File: src/sac_pkg.sv
// Package for the converter control and result register block
package sac_pkg;
    localparam logic [7:0] ADDR_PAIR_CFG = 8'hBA;
    localparam logic [7:0] ADDR_CHAN_SEL = 8'hBB;
    localparam logic [7:0] ADDR_RES_LO = 8'hBE;
    localparam logic [7:0] ADDR_RES_HI = 8'hBF;
    localparam logic [7:0] ADDR_CTRL = 8'hE8;
    localparam logic [7:0] ADDR_CFG = 8'hBC;
    localparam logic [7:0] RESET_BYTE = 8'h00;
    localparam logic [7:0] CFG_RESET = 8'hF8;
    localparam logic [3:0] LOW_NIBBLE_ZERO = 4'h0;
    localparam logic [5:0] SIX_ZERO = 6'h00;
    localparam logic [1:0] TRACK_SAR_CLOCKS = 2'h3;
    localparam logic [3:0] CONV_SAR_CLOCKS = 4'hB;
    localparam logic [1:0] SM_WRITE = 2'h0;
    localparam logic [1:0] SM_TIMER3 = 2'h1;
    localparam logic [1:0] SM_PIN = 2'h2;
    localparam logic [1:0] SM_TIMER2 = 2'h3;
    localparam int BIT_EN = 7;
    localparam int BIT_TM = 6;
    localparam int BIT_DONE = 5;
    localparam int BIT_BUSY = 4;
    localparam int BIT_WIN = 1;
    localparam int BIT_LJ = 0;

    typedef enum logic [1:0] {
        ST_IDLE = 2'b00,
        ST_TRACK = 2'b01,
        ST_CONV = 2'b11
    } sac_state_t;

    typedef struct packed {
        logic enable;
        logic track_mode;
        logic done;
        logic busy;
        logic [1:0] start_mode;
        logic win;
        logic left_justify;
    } sac_ctrl_t;

    typedef struct packed {
        sac_state_t st;
        sac_ctrl_t ctrl;
        logic [3:0] pair_cfg;
        logic [3:0] chan;
        logic [4:0] divider;
        logic [4:0] presc;
        logic [3:0] cnt;
        logic pin_d;
        logic conv_diff;
        logic [7:0] res_hi;
        logic [7:0] res_lo;
        logic [7:0] rdata;
    } sac_state_all_t;
endpackage

File: src/sac_adc_ctrl.sv
// Control, mux selection and result registers of the 10-bit SAR converter
`timescale 1ns/10ps
// Summary of operation
// - Upper nibble of pair and channel registers reads zero, writes ignored.
// - Each pair bit joins inputs 2k/2k+1 differentially, even input positive.
// - Differential results are two's complement; single-ended results unsigned.
// - Codes 0-7 pick an input or configured pair; bit 3 selects temperature.
// - Config bits 7-3 hold the five-bit SAR clock divider.
// - Enable clear keeps converter shut down; set lets it convert.
// - Track mode clear: track continuously except during conversion.
// - Hardware sets the done flag at conversion end; software clears it.
// - Busy reads one during conversion; done flag sets on busy fall at conversion end.
// - Writing one to busy starts only in start mode 00; zero ignored.
// - Start mode picks busy write, timer 3, pin rise, or timer 2.
// - Track mode set, modes 00/01/11: track three SAR clocks, then convert.
// - Track mode set, mode 10: track while pin low, convert on rise.
// - Hardware sets window flag on a match; software clears it.
// - Justify bit selects right placement when clear, left when set.
// - Differential right justified: high bits 1-0 top bits, 7-2 copy bit 1.
// - Single-ended right justified: upper six high bits read zero.
// - Left justified: high holds top eight, low 7-6 bottom two, rest zero.
// - Busy falling edge at conversion end raises the interrupt request when enabled.
module sac_adc_ctrl
(
    // Clock and reset
    input wire logic MCLK,
    input wire logic SYS_RST,
    // Register port from the core
    input wire logic [7:0] REG_ADDR,
    input wire logic REG_WR,
    input wire logic REG_RD,
    input wire logic [7:0] REG_WDATA,
    output logic [7:0] REG_RDATA,
    // Start sources
    input wire logic TIMER3_OVF,
    input wire logic TIMER2_OVF,
    input wire logic CONVERT_START_PIN,
    // Analog front end
    input wire logic [9:0] SAR_RESULT,
    input wire logic WINDOW_MATCH,
    output logic SAR_CLOCK,
    output logic CONV_ACTIVE,
    output logic TRACK_ACTIVE,
    output logic ANALOG_ON,
    output logic [7:0] MUX_POS_SEL,
    output logic [7:0] MUX_NEG_SEL,
    output logic TEMP_SEL,
    output logic DIFF_SEL,
    // Interrupt request to the core
    input wire logic IRQ_ENABLE,
    output logic CONV_IRQ
);
    sac_pkg::sac_state_all_t s_r, s_nxt;
    logic sar_tick;
    logic start_evt;
    logic pin_rise;
    logic conv_end;
    logic is_diff;
    logic [9:0] res;
    logic ctrl_wr;
    logic [1:0] mode_eff;
    logic track_on;

    // Pair of the addressed input is differential
    function automatic logic pair_diff(input logic [3:0] cfg, input logic [3:0] ch);
        pair_diff = ~ch[3] & cfg[ch[2:1]];
    endfunction

    // Write strobe aimed at one register address
    function automatic logic wr_hit(input logic wr, input logic [7:0] a, input logic [7:0] ra);
        wr_hit = wr & (a == ra);
    endfunction

    // Format a result word into the high and low bytes
    function automatic logic [15:0] place(input logic [9:0] r, input logic lj, input logic df);
        if (lj)
            place = {r, sac_pkg::SIX_ZERO};
        else
            place = {{6{df & r[9]}}, r};
    endfunction

    assign sar_tick = (s_r.presc == s_r.divider);
    assign pin_rise = CONVERT_START_PIN & ~s_r.pin_d;
    assign is_diff = pair_diff(s_r.pair_cfg, s_r.chan);
    assign conv_end = (s_r.st == sac_pkg::ST_CONV) & sar_tick & (s_r.cnt == 4'h0);
    assign res = SAR_RESULT;
    assign ctrl_wr = wr_hit(REG_WR, REG_ADDR, sac_pkg::ADDR_CTRL);
    // A busy write is judged by the mode it carries, so one write may select and start
    assign mode_eff = ctrl_wr ? REG_WDATA[3:2] : s_r.ctrl.start_mode;

    always_comb
    begin
        unique case (mode_eff)
            sac_pkg::SM_WRITE: start_evt = ctrl_wr & REG_WDATA[sac_pkg::BIT_BUSY];
            sac_pkg::SM_TIMER3: start_evt = TIMER3_OVF;
            sac_pkg::SM_PIN: start_evt = pin_rise;
            sac_pkg::SM_TIMER2: start_evt = TIMER2_OVF;
        endcase
    end

    always_comb
    begin
        s_nxt = s_r;
        s_nxt.pin_d = CONVERT_START_PIN;
        s_nxt.presc = sar_tick ? 5'h00 : s_r.presc + 5'h01;
        if (REG_WR)
        begin
            unique case (REG_ADDR)
                sac_pkg::ADDR_PAIR_CFG: s_nxt.pair_cfg = REG_WDATA[3:0];
                sac_pkg::ADDR_CHAN_SEL: s_nxt.chan = REG_WDATA[3:0];
                sac_pkg::ADDR_CFG: s_nxt.divider = REG_WDATA[7:3];
                sac_pkg::ADDR_RES_LO: s_nxt.res_lo = REG_WDATA;
                sac_pkg::ADDR_RES_HI: s_nxt.res_hi = REG_WDATA;
                sac_pkg::ADDR_CTRL:
                begin
                    s_nxt.ctrl.enable = REG_WDATA[sac_pkg::BIT_EN];
                    s_nxt.ctrl.track_mode = REG_WDATA[sac_pkg::BIT_TM];
                    s_nxt.ctrl.done = REG_WDATA[sac_pkg::BIT_DONE];
                    s_nxt.ctrl.start_mode = REG_WDATA[3:2];
                    s_nxt.ctrl.win = REG_WDATA[sac_pkg::BIT_WIN];
                    s_nxt.ctrl.left_justify = REG_WDATA[sac_pkg::BIT_LJ];
                end
                default: ;
            endcase
        end
        // Keeps the prescaler in range when the divider shrinks mid-count
        if (wr_hit(REG_WR, REG_ADDR, sac_pkg::ADDR_CFG))
            s_nxt.presc = 5'h00;
        unique case (s_r.st)
            sac_pkg::ST_IDLE:
            begin
                // Enable and mode of a same-cycle control write already count here
                if (s_nxt.ctrl.enable && start_evt)
                begin
                    s_nxt.ctrl.busy = 1'b1;
                    s_nxt.conv_diff = is_diff;
                    if (s_nxt.ctrl.track_mode && s_nxt.ctrl.start_mode != sac_pkg::SM_PIN)
                    begin
                        s_nxt.st = sac_pkg::ST_TRACK;
                        s_nxt.cnt = {2'b00, sac_pkg::TRACK_SAR_CLOCKS - 2'h1};
                    end
                    else
                    begin
                        s_nxt.st = sac_pkg::ST_CONV;
                        s_nxt.cnt = sac_pkg::CONV_SAR_CLOCKS - 4'h1;
                    end
                end
            end
            sac_pkg::ST_TRACK:
            begin
                if (sar_tick)
                begin
                    if (s_r.cnt == 4'h0)
                    begin
                        s_nxt.st = sac_pkg::ST_CONV;
                        s_nxt.cnt = sac_pkg::CONV_SAR_CLOCKS - 4'h1;
                    end
                    else
                        s_nxt.cnt = s_r.cnt - 4'h1;
                end
            end
            sac_pkg::ST_CONV:
            begin
                if (sar_tick && s_r.cnt != 4'h0)
                    s_nxt.cnt = s_r.cnt - 4'h1;
                if (conv_end)
                begin
                    s_nxt.st = sac_pkg::ST_IDLE;
                    s_nxt.ctrl.busy = 1'b0;
                    s_nxt.ctrl.done = 1'b1;
                    {s_nxt.res_hi, s_nxt.res_lo} =
                        place(res, s_r.ctrl.left_justify, s_r.conv_diff);
                end
            end
            default: s_nxt.st = sac_pkg::ST_IDLE;
        endcase
        // Disabling aborts a conversion in flight without flagging completion
        if (!s_nxt.ctrl.enable)
        begin
            s_nxt.st = sac_pkg::ST_IDLE;
            s_nxt.ctrl.busy = 1'b0;
        end
        if (WINDOW_MATCH)
            s_nxt.ctrl.win = 1'b1;
        unique case (REG_ADDR)
            sac_pkg::ADDR_PAIR_CFG: s_nxt.rdata = {sac_pkg::LOW_NIBBLE_ZERO, s_nxt.pair_cfg};
            sac_pkg::ADDR_CHAN_SEL: s_nxt.rdata = {sac_pkg::LOW_NIBBLE_ZERO, s_nxt.chan};
            sac_pkg::ADDR_CFG: s_nxt.rdata = {s_nxt.divider, 3'b000};
            sac_pkg::ADDR_RES_LO: s_nxt.rdata = s_nxt.res_lo;
            sac_pkg::ADDR_RES_HI: s_nxt.rdata = s_nxt.res_hi;
            sac_pkg::ADDR_CTRL: s_nxt.rdata = s_nxt.ctrl;
            default: s_nxt.rdata = sac_pkg::RESET_BYTE;
        endcase
        if (!REG_RD)
            s_nxt.rdata = s_r.rdata;
    end

    always_ff @(posedge MCLK)
    begin
        if (SYS_RST)
        begin
            s_r <= '0;
            s_r.divider <= sac_pkg::CFG_RESET[7:3];
            s_r.st <= sac_pkg::ST_IDLE;
        end
        else
            s_r <= s_nxt;
    end

    assign REG_RDATA = s_r.rdata;
    assign SAR_CLOCK = sar_tick;
    assign CONV_ACTIVE = (s_r.st == sac_pkg::ST_CONV);
    // Timed low-power tracking only in its window; pin mode tracks while the pin is low
    always_comb
    begin
        track_on = 1'b0;
        if (s_r.st == sac_pkg::ST_TRACK)
            track_on = 1'b1;
        else if (s_r.st == sac_pkg::ST_IDLE)
        begin
            if (!s_r.ctrl.track_mode)
                track_on = 1'b1;
            else if (s_r.ctrl.start_mode == sac_pkg::SM_PIN)
                track_on = ~CONVERT_START_PIN;
        end
    end
    assign TRACK_ACTIVE = s_r.ctrl.enable & track_on;
    assign ANALOG_ON = s_r.ctrl.enable;
    assign TEMP_SEL = s_r.chan[3];
    assign DIFF_SEL = is_diff;
    // Every input line decodes alike; the odd code of a pair falls back to its even member
    for (genvar gi = 0; gi < $bits(MUX_POS_SEL); gi++)
    begin : g_mux
        localparam logic [2:0] IDX = 3'(gi);
        logic pair_hit;
        assign pair_hit = (s_r.chan[2:1] == IDX[2:1]);
        assign MUX_POS_SEL[gi] = ~s_r.chan[3]
            & (is_diff ? ~IDX[0] & pair_hit : s_r.chan[2:0] == IDX);
        assign MUX_NEG_SEL[gi] = is_diff & IDX[0] & pair_hit;
    end
    assign CONV_IRQ = IRQ_ENABLE & conv_end & s_r.ctrl.enable;
endmodule

File: config.mk
export PLATFORM = sky130hd
export DESIGN_NAME = sac_adc_ctrl
export DESIGN_NICKNAME = d
export VERILOG_FILES = /design/src/sac_pkg.sv /design/src/sac_adc_ctrl.sv
export SDC_FILE = /design/constraint.sdc
export NUM_CORES = 1
export LEC_CHECK = 0
export CAP_MARGIN = 20
export CORE_MARGIN = 5
export CORE_UTILIZATION = 65
export DETAILED_ROUTE_END_ITERATION = 16
export DONT_BUFFER_PORTS = 1
export PLACE_DENSITY = 0.85
export SLEW_MARGIN = 30
export SYNTH_ARGS = -nofsm -noshare
export SYNTH_HDL_FRONTEND = slang
export SYNTH_SLANG_ARGS = --single-unit
export TNS_END_PERCENT = 100
File: constraint.sdc
create_clock -name MCLK -period 5.5 [get_ports MCLK]
set_input_delay 0.275 -clock MCLK [delete_from_list [all_inputs] [get_ports MCLK]]
set_output_delay 0.275 -clock MCLK [all_outputs]
set_load 0.005 [all_outputs]
==> impl_table.tex, run 1 <==
\begin{tabular}{lr}
\hline
Metric & Value \\
\hline
\multicolumn{2}{l}{\textbf{Run status}} \\
\quad Run status & complete, no violations \\
\multicolumn{2}{l}{\textbf{Finish}} \\
\quad Layout Utilization & 68.2\% \\
\quad Area Overhead vs Synth & 3.47\% \\
\quad Number of cells in the finished layout apart from fillers & $\sim$540 \\
\quad Fin area & 3990 um2 \\
\quad Layout cells sized above 1 & 8.37\% \\
\quad Antenna cells & 0 \\
\quad Filler cell count in the final layout & 491 \\
\quad Final net count & 503 \\
\multicolumn{2}{l}{\textbf{STA}} \\
\quad Min Clock Period, post-route & slightly below 3 ns \\
\quad Worst Skew & around 0.0064 ns \\
\quad Final sum of negative setup slack & 0 ns \\
\quad Final hold vios & 0 \\
\quad Worst Max-Slew Pin Slew & 0.883 ns \\
\quad Worst Slack Setup Final & 2.55 ns \\
\quad Max Fclk & 0.339 GHz \\
\quad Worst max-slew margin expressed relative to the limit & between 40\% and 50\% \\
\quad Setup repair after global routing missed its margin & no \\
\quad Total count of max-transition violations in the final report & 0 \\
\quad Worst hold slack & 0.0190 ns \\
\quad Final clock period utilization by the worst path & 53.6\% \\
\quad Final setup violation count & 0 \\
\multicolumn{2}{l}{\textbf{CTS}} \\
\quad Clock Sink Count & slightly below 60 \\
\quad Post-CTS setup buffer count & 0 \\
\quad TritonCTS Buffers & 9 \\
\quad Clock root buffer master & clkbuf\_8 \\
\quad CTS clk-pin slew, worst paths & approximately 0.07 ns \\
\quad Clock tree from TritonCTS & yes \\
\quad Count of H-tree levels built during CTS & 3 \\
\quad Clock latency of the later-clocked register in the worst-skew pair & 0.35 ns \\
\quad Deepest clock path buffer count & 2 \\
\multicolumn{2}{l}{\textbf{Power}} \\
\quad Internal power summed over all cells & 672 uW \\
\quad Reported leakage power & 1.58 nW \\
\quad IR drop worst, VDD & 0.000164 V \\
\quad Clock share of power & $\sim$47\% \\
\quad Power density normalized to cell area & between 200 and 250 nW/um2 \\
\quad Sequential share of power & 48.2\% \\
\quad Fraction of power spent switching nets & 24.1\% \\
\quad Combinational Power Share & 4.9\% \\
\quad Total net switching power & about 210 uW \\
\quad Overall power consumption & 886 uW \\
\multicolumn{2}{l}{\textbf{Place}} \\
\quad Post-detailed-placement cell area & 3760 um2 \\
\quad GP Congestion & 0.888 \\
\quad Final HPWL DP & 7.65 mm \\
\quad Post-Place Setup Slack & roughly 2.3 ns \\
\quad Placed Cells & 522 \\
\quad PortBufs & 0 \\
\multicolumn{2}{l}{\textbf{Worst setup path}} \\
\quad Data required time of the critical path & around 5.2 ns \\
\quad Critical Path Source Type & register \\
\quad Worst Reg2Reg Path Length in Cells & 8 \\
\quad Crit path arrival time & 2.68 ns \\
\quad Worst setup EP type & primary output \\
\quad Crit Path Class & register to primary output \\
\quad Biggest fanout along the worst timing path & 17 \\
\multicolumn{2}{l}{\textbf{Synthesis}} \\
\quad Mux cell area share after synthesis & about a tenth \\
\quad Warnings from Yosys & 0 \\
\quad EDFF count, synth & 0 \\
\quad Seq/Total Area, Yosys & between 30\% and 40\% \\
\quad Synthesized flop and latch total & 58 \\
\quad Xor/xnor cell area share of the yosys netlist & 1.82\% \\
\quad Syn avg cell area & between 7 and 8 um2 \\
\quad Main flop type after synthesis & dfxtp\_1 \\
\quad FFs w/ async S/R, synth & 0\% \\
\quad Cell count after synthesis & 484 \\
\quad Number of library cell types mapped by synthesis & 70 \\
\quad Synth Area in Adders & 2.27\% \\
\quad Dominant combinational cell family by area after synthesis & simple AND/OR/NAND/NOR gates \\
\quad Share of the synthesized area in compound gates (AO/OA/AOI/OAI) & 23.1\% \\
\quad Post-Synth Simple-Gate Area & between 20\% and 30\% \\
\quad Area of the mapped netlist & 3860 um2 \\
\multicolumn{2}{l}{\textbf{Detailed routing}} \\
\quad Starting DRT DRC Count & 390 \\
\quad Via Count & 3748 \\
\quad Drt total wl & 11.1 mm \\
\quad DR pass1 iterations & 8 \\
\quad Wirelength per Cell & approximately 20 um \\
\quad Final antenna-violating net count & 0 \\
\quad Via density & approximately 7 \\
\quad DRC violations left & 0 \\
\multicolumn{2}{l}{\textbf{Floorplanning}} \\
\quad Boundary pin count & 66 \\
\quad Placeable core area & 5850 um2 \\
\quad Std cell rows & 28 \\
\quad Initial Util & 65.9\% \\
\quad Die Footprint & 7570 um2 \\
\quad Die Y & 87.0 um \\
\quad Width of the chip & roughly 87 um \\
\multicolumn{2}{l}{\textbf{Job}} \\
\quad Max-cap violations & 0 \\
\multicolumn{2}{l}{\textbf{Global route}} \\
\quad Number of antenna violations at the first check in global routing & 0 \\
\quad Global-route wire length before repair & 18.2 mm \\
\quad All-layer global routing usage & 30.4\% \\
\quad Gr ovfl total & 0 \\
\quad Vias in the first global route & between 3k and 4k \\
\quad Largest net degree at the start of global routing & 35 \\
\multicolumn{2}{l}{\textbf{Hold path}} \\
\quad Worst hold path depth & 1 \\
\quad Hold Path Class & input port to register \\
\hline
\end{tabular}
[cell usage after synthesis (10+ instances only)]
| library cell | count | area, um2 |
|---|---|---|
| and3_1 | 10 | 62.6 |
| nor2_1 | 51 | 191 |
| a21oi_1 | 26 | 130 |
| dfxtp_1 | 58 | 1160 |
| clkbuf_1 | 21 | 78.8 |
| inv_1 | 16 | 60.1 |
| nand2_1 | 52 | 195 |
| nor2b_1 | 10 | 62.6 |
| mux2_2 | 12 | 135 |
| buf_4 | 13 | 97.6 |
| nand3_1 | 22 | 110 |
| o21ai_0 | 22 | 110 |
| mux2i_1 | 23 | 230 |
[area by class of cell]
| class | count | area [um2] | area share (%) |
|---|---|---|---|
| Timing Repair Buffer | 3 | 25.0 | 0.627 |
| Clock inverter | 5 | 52.6 | 1.32 |
| Inverter | 17 | 63.8 | 1.60 |
| Multi-Input combinational cell | 372 | 2440 | 61.2 |
| Tap cell | 75 | 93.8 | 2.35 |
| Clock buffer | 11 | 151 | 3.79 |
| Sequential cell | 58 | 1160 | 29.1 |
[path summary, 6_finish.rpt]
kind                             start                         to  slack, ns
setup reg to reg  s_r[26]$_SDFFE_PP0P_  REG_RDATA[3]$_SDFFE_PP0P_       2.63
hold / removal                 SYS_RST         s_r[13]$_SDFF_PP0_       0.02
setup / recovery  s_r[26]$_SDFFE_PP0P_                   CONV_IRQ       2.55
hold reg to reg     s_r[30]$_SDFF_PP0_         s_r[30]$_SDFF_PP0_       0.49
[cell usage in the layout (no fill, tap or decap), types with 10 or more instances in the layout]
cell,count
a21oi_1,26
nand2_1,52
nor2b_1,10
mux2_2,12
mux2i_1,23
and3_1,10
nor2_1,51
dfxtp_1,58
clkbuf_8,11
inv_1,16
nand3_1,21
o21ai_0,22
[logic make-up after synthesis]
group | count (synthesis)
buffers and inverters | 57
xor gates and xnor gates | 8
and+or+nand+nor | 192
other | 1
adders and majority gates | 7
muxes | 36
DFF | 58
AOI/OAI and AO/OA | 125
[registers in the layout (all words and copies together) (netlist names)]
signal / flops
TEMP_SEL: 1
s_r: 48
ANALOG_ON: 1
REG_RDATA: 8
[layer usage]
layer / vias up / share of wire (%) / track usage, %
li1: 1699 / - / -
met2: 266 / 48 / 49.8
met5: - / 0 / 0
met3: 49 / 10 / 6.62
met4: 0 / 4.5 / 18.7
met1: 1734 / 37 / 35.9
[power by group through the flow]
stage / logic [mW] / registers [mW] / clock network (mW)
after floorplan: 0.0418 / 0.435 / 0
after global placement: 0.0359 / 0.436 / 0
after detailed placement: 0.0370 / 0.436 / 0
after CTS: 0.0427 / 0.426 / 0.415
after global routing: 0.0476 / 0.427 / 0.438
final: 0.0436 / 0.426 / 0.415
[what timing repair did]
item,in CTS,in global routing
hold buffers,3,0
gates resized for setup,0,0
hold endpoints to repair,28,0
[critical path, stage by stage, from the launching register on]
cell     delay (ns)
dfxtp_1        0.33
inv_1          0.12
ha_1           0.17
nor3b_1        0.52
and2_1         0.26
and3_1         0.66
and3_1         0.27
Power figures use the tool's default switching activity.
==> inputs of run 2 (changes only) <==
--- a/config.mk
+++ b/config.mk
@@ -7,10 +7,10 @@
 export LEC_CHECK = 0
 export CAP_MARGIN = 20
 export CORE_MARGIN = 5
-export CORE_UTILIZATION = 65
+export CORE_UTILIZATION = 58
 export DETAILED_ROUTE_END_ITERATION = 16
 export DONT_BUFFER_PORTS = 1
-export PLACE_DENSITY = 0.85
+export PLACE_DENSITY = 0.8
 export SLEW_MARGIN = 30
 export SYNTH_ARGS = -nofsm -noshare
 export SYNTH_HDL_FRONTEND = slang
==> constraint.sdc (replaced) <==
create_clock -name MCLK -period 2.6 [get_ports MCLK]
set_input_delay 0.13 -clock MCLK [delete_from_list [all_inputs] [get_ports MCLK]]
set_output_delay 0.13 -clock MCLK [all_outputs]
set_load 0.005 [all_outputs]
==> impl_table.tex, run 2 (same netlist as run 1, synthesis figures left out) <==
\begin{tabular}{lr}
\hline
Metric & Value \\
\hline
\multicolumn{2}{l}{\textbf{Job}} \\
\quad Max-cap violations & 0 (unchanged) \\
\multicolumn{2}{l}{\textbf{Hold path}} \\
\quad Worst hold path startpoint & SYS\_RST (unchanged) \\
\quad Worst hold path depth & 3 (was 1) \\
\quad Hold Path Class & input port to register (unchanged) \\
\quad Hold EP & s\_r[30]\$\_SDFF\_PP0\_ (was s\_r[13]\$\_SDFF\_PP0\_) \\
\multicolumn{2}{l}{\textbf{Worst setup path}} \\
\quad Reg2Reg Launch Point & s\_r[26]\$\_SDFFE\_PP0P\_ (unchanged) \\
\quad Setup slack, reg-to-reg & 0.15 ns (was 2.63 ns) \\
\quad Worst setup EP type & register (was primary output) \\
\quad Data required time of the critical path & 2.85 ns (was 5.22 ns) \\
\quad FF-to-FF End & s\_r[27]\$\_SDFFE\_PP0P\_ (was REG\_RDATA[3]\$\_SDFFE\_PP0P\_) \\
\quad Worst Reg2Reg Path Length in Cells & 7 (was 8) \\
\quad Biggest fanout along the worst timing path & 5 (was 17) \\
\quad Crit Path Class & register to register (was register to primary output) \\
\quad Crit path arrival time & 2.70 ns (was 2.68 ns) \\
\quad Critical Path Source Type & register (unchanged) \\
\multicolumn{2}{l}{\textbf{Global route}} \\
\quad Gr ovfl total & 0 (unchanged) \\
\quad Number of antenna violations at the first check in global routing & 0 (unchanged) \\
\quad Vias in the first global route & 3574 (was 3690) \\
\quad Global-route wire length before repair & 18.3 mm (was 18.2 mm) \\
\quad All-layer global routing usage & 27.1\% (was 30.4\%) \\
\quad Largest net degree at the start of global routing & 44 (was 35) \\
\multicolumn{2}{l}{\textbf{Floorplanning}} \\
\quad Die Footprint & 8380 um2 (was 7570 um2) \\
\quad Boundary pin count & 66 (unchanged) \\
\quad Placeable core area & 6420 um2 (was 5850 um2) \\
\quad Std cell rows & 29 (was 28) \\
\quad Width of the chip & 91.5 um (was 87.0 um) \\
\quad Initial Util & 60.0\% (was 65.9\%) \\
\quad Die Y & 91.5 um (was 87.0 um) \\
\multicolumn{2}{l}{\textbf{Finish}} \\
\quad Most frequent cells in the layout & dfxtp\_1 (58), nand2\_1 (52), nor2\_1 (51), a21oi\_1 (26), mux2i\_1 (23) (unchanged) \\
\quad Largest register FFs & 48 (unchanged) \\
\quad Number of cells in the finished layout apart from fillers & 559 (was 541) \\
\quad Antenna cells & 0 (unchanged) \\
\quad Final net count & 520 (was 503) \\
\quad Most frequent standard cell in the layout excluding fill and tap cells & dfxtp\_1 (unchanged) \\
\quad Layout cells sized above 1 & 9.13\% (was 8.37\%) \\
\quad Area Overhead vs Synth & 7.66\% (was 3.47\%) \\
\quad Largest register by flop count & s\_r (unchanged) \\
\multicolumn{2}{l}{\textbf{Detailed routing}} \\
\quad Via density & 6.72 (was 6.93) \\
\quad Via Count & 3756 (was 3748) \\
\quad DR pass1 iterations & 5 (was 8) \\
\quad Final antenna-violating net count & 0 (unchanged) \\
\quad Starting DRT DRC Count & 322 (was 390) \\
\quad Drt total wl & 11.3 mm (was 11.1 mm) \\
\quad DRC violations left & 0 (unchanged) \\
\quad Wirelength per Cell & 20.1 um (was 20.5 um) \\
\multicolumn{2}{l}{\textbf{STA}} \\
\quad Total count of max-transition violations in the final report & 0 (unchanged) \\
\quad Worst Skew & 0.00957 ns (was 0.00643 ns) \\
\quad Max Fclk & 0.408 GHz \\
\quad Worst Max-Slew Pin Slew & 0.797 ns (was 0.883 ns) \\
\quad Final hold vios & 0 (unchanged) \\
\quad Final setup violation count & 0 (unchanged) \\
\quad Min Clock Period, post-route & about 2.4 ns \\
\quad Final sum of negative setup slack & 0 ns (unchanged) \\
\quad Setup repair after global routing missed its margin & no (unchanged) \\
\quad Final clock period utilization by the worst path & 94.2\% \\
\quad Worst max-slew margin expressed relative to the limit & 46.5\% (was 40.7\%) \\
\multicolumn{2}{l}{\textbf{CTS}} \\
\quad Clock tree from TritonCTS & yes (unchanged) \\
\quad CTS clk-pin slew, worst paths & 0.06 ns (was 0.07 ns) \\
\quad Clock Sink Count & 58 (unchanged) \\
\quad Clock root buffer master & clkbuf\_8 (unchanged) \\
\quad Deepest clock path buffer count & 2 (unchanged) \\
\quad Count of H-tree levels built during CTS & 3 (unchanged) \\
\quad Post-CTS setup buffer count & 0 (unchanged) \\
\quad TritonCTS Buffers & 9 (unchanged) \\
\quad Clock latency of the later-clocked register in the worst-skew pair & 0.35 ns (about the same) \\
\multicolumn{2}{l}{\textbf{Power}} \\
\quad Power density normalized to cell area & 457 nW/um2 (was 222 nW/um2) \\
\quad IR drop worst, VDD & 0.000473 V (was 0.000164 V) \\
\quad Reported leakage power & 1.66 nW (was 1.58 nW) \\
\multicolumn{2}{l}{\textbf{Place}} \\
\quad GP Congestion & 0.929 (was 0.888) \\
\quad Placed Cells & 532 (was 522) \\
\quad Final HPWL DP & 7.70 mm (was 7.65 mm) \\
\quad PortBufs & 0 (unchanged) \\
\multicolumn{2}{l}{\textbf{Run status}} \\
\quad Run status & complete, no violations (unchanged) \\
\hline
\end{tabular}
==> run 2: timing repair <==
action                                 CTS  global route
setup endpoints to repair                0             4
hold buffers                            12             0
endpoints found under the hold margin   43             0
gates resized for setup                  0             1
==> run 2: worst max-delay path by stage <==
stage | startpoint | to | slack [ns] | depth (start not counted)
floorplan | s_r[26]$_SDFFE_PP0P_ | REG_RDATA[4]$_SDFFE_PP0P_ | 0.38 | 10
global placement | s_r[26]$_SDFFE_PP0P_ | REG_RDATA[4]$_SDFFE_PP0P_ | 0.28 | 9
detailed placement | s_r[26]$_SDFFE_PP0P_ | REG_RDATA[5]$_SDFFE_PP0P_ | 0.26 | 8
CTS | s_r[26]$_SDFFE_PP0P_ | s_r[27]$_SDFFE_PP0P_ | 0.23 | 7
global route | s_r[26]$_SDFFE_PP0P_ | s_r[27]$_SDFFE_PP0P_ | 0.05 | 7
finish | s_r[26]$_SDFFE_PP0P_ | s_r[27]$_SDFFE_PP0P_ | 0.15 | 7
==> run 2: area by class of cell <==
cell class / instances / area [um2]
Clock buffer: 13 / 169
Clock inverter: 2 / 35.0
Fill cell: 546 / 2270
Inverter: 17 / 63.8
Multi-Input combinational cell: 372 / 2440
Sequential cell: 58 / 1160
Tap cell: 77 / 96.3
Timing Repair Buffer: 20 / 190
==> run 2: through the flow <==
step,util [%],hold WS (ns),cell area [um2],setup WS [ns],power [mW]
final,64.6,0.0250,4150,0.152,1.90
after global routing,64.6,0.0259,4150,0.0465,1.96
after CTS,64.6,0.0218,4150,0.230,1.90
after detailed placement,59.4,0.211,3810,0.257,1.00
after global placement,59.4,0.208,3810,0.280,1.00
after floorplan,-,0.259,3870,0.379,1.01
==> run 2: power breakdown <==
part / internal [mW] / switching (mW) / leakage [nW]
Clock: 0.515 / 0.365 / 0.106
Combinational: 0.0503 / 0.0661 / 1.09
Sequential: 0.895 / 0.00666 / 0.468
Total: 1.46 / 0.438 / 1.66
==> run 2: worst max-delay path, cell delays in order (launching register included) <==
cell and delay (ns):
dfxtp_1 0.37, inv_1 0.10, ha_1 0.21, nor3b_1 0.17
a2111oi_0 0.64, a2bb2oi_1 0.48, a21oi_1 0.13, a311oi_1 0.26
==> run 2: metal layers <==
metal | global-route usage [%] | vias up | share of wire [%] | wire [um]
met1 | 32.9 | 1770 | 38 | 4310
met2 | 43.6 | 210 | 48 | 5390
met4 | 13.2 | 0 | 3.5 | 389
met3 | 8.18 | 35 | 10 | 1170
li1 | - | 1741 | - | -
met5 | 0 | - | 0 | 0
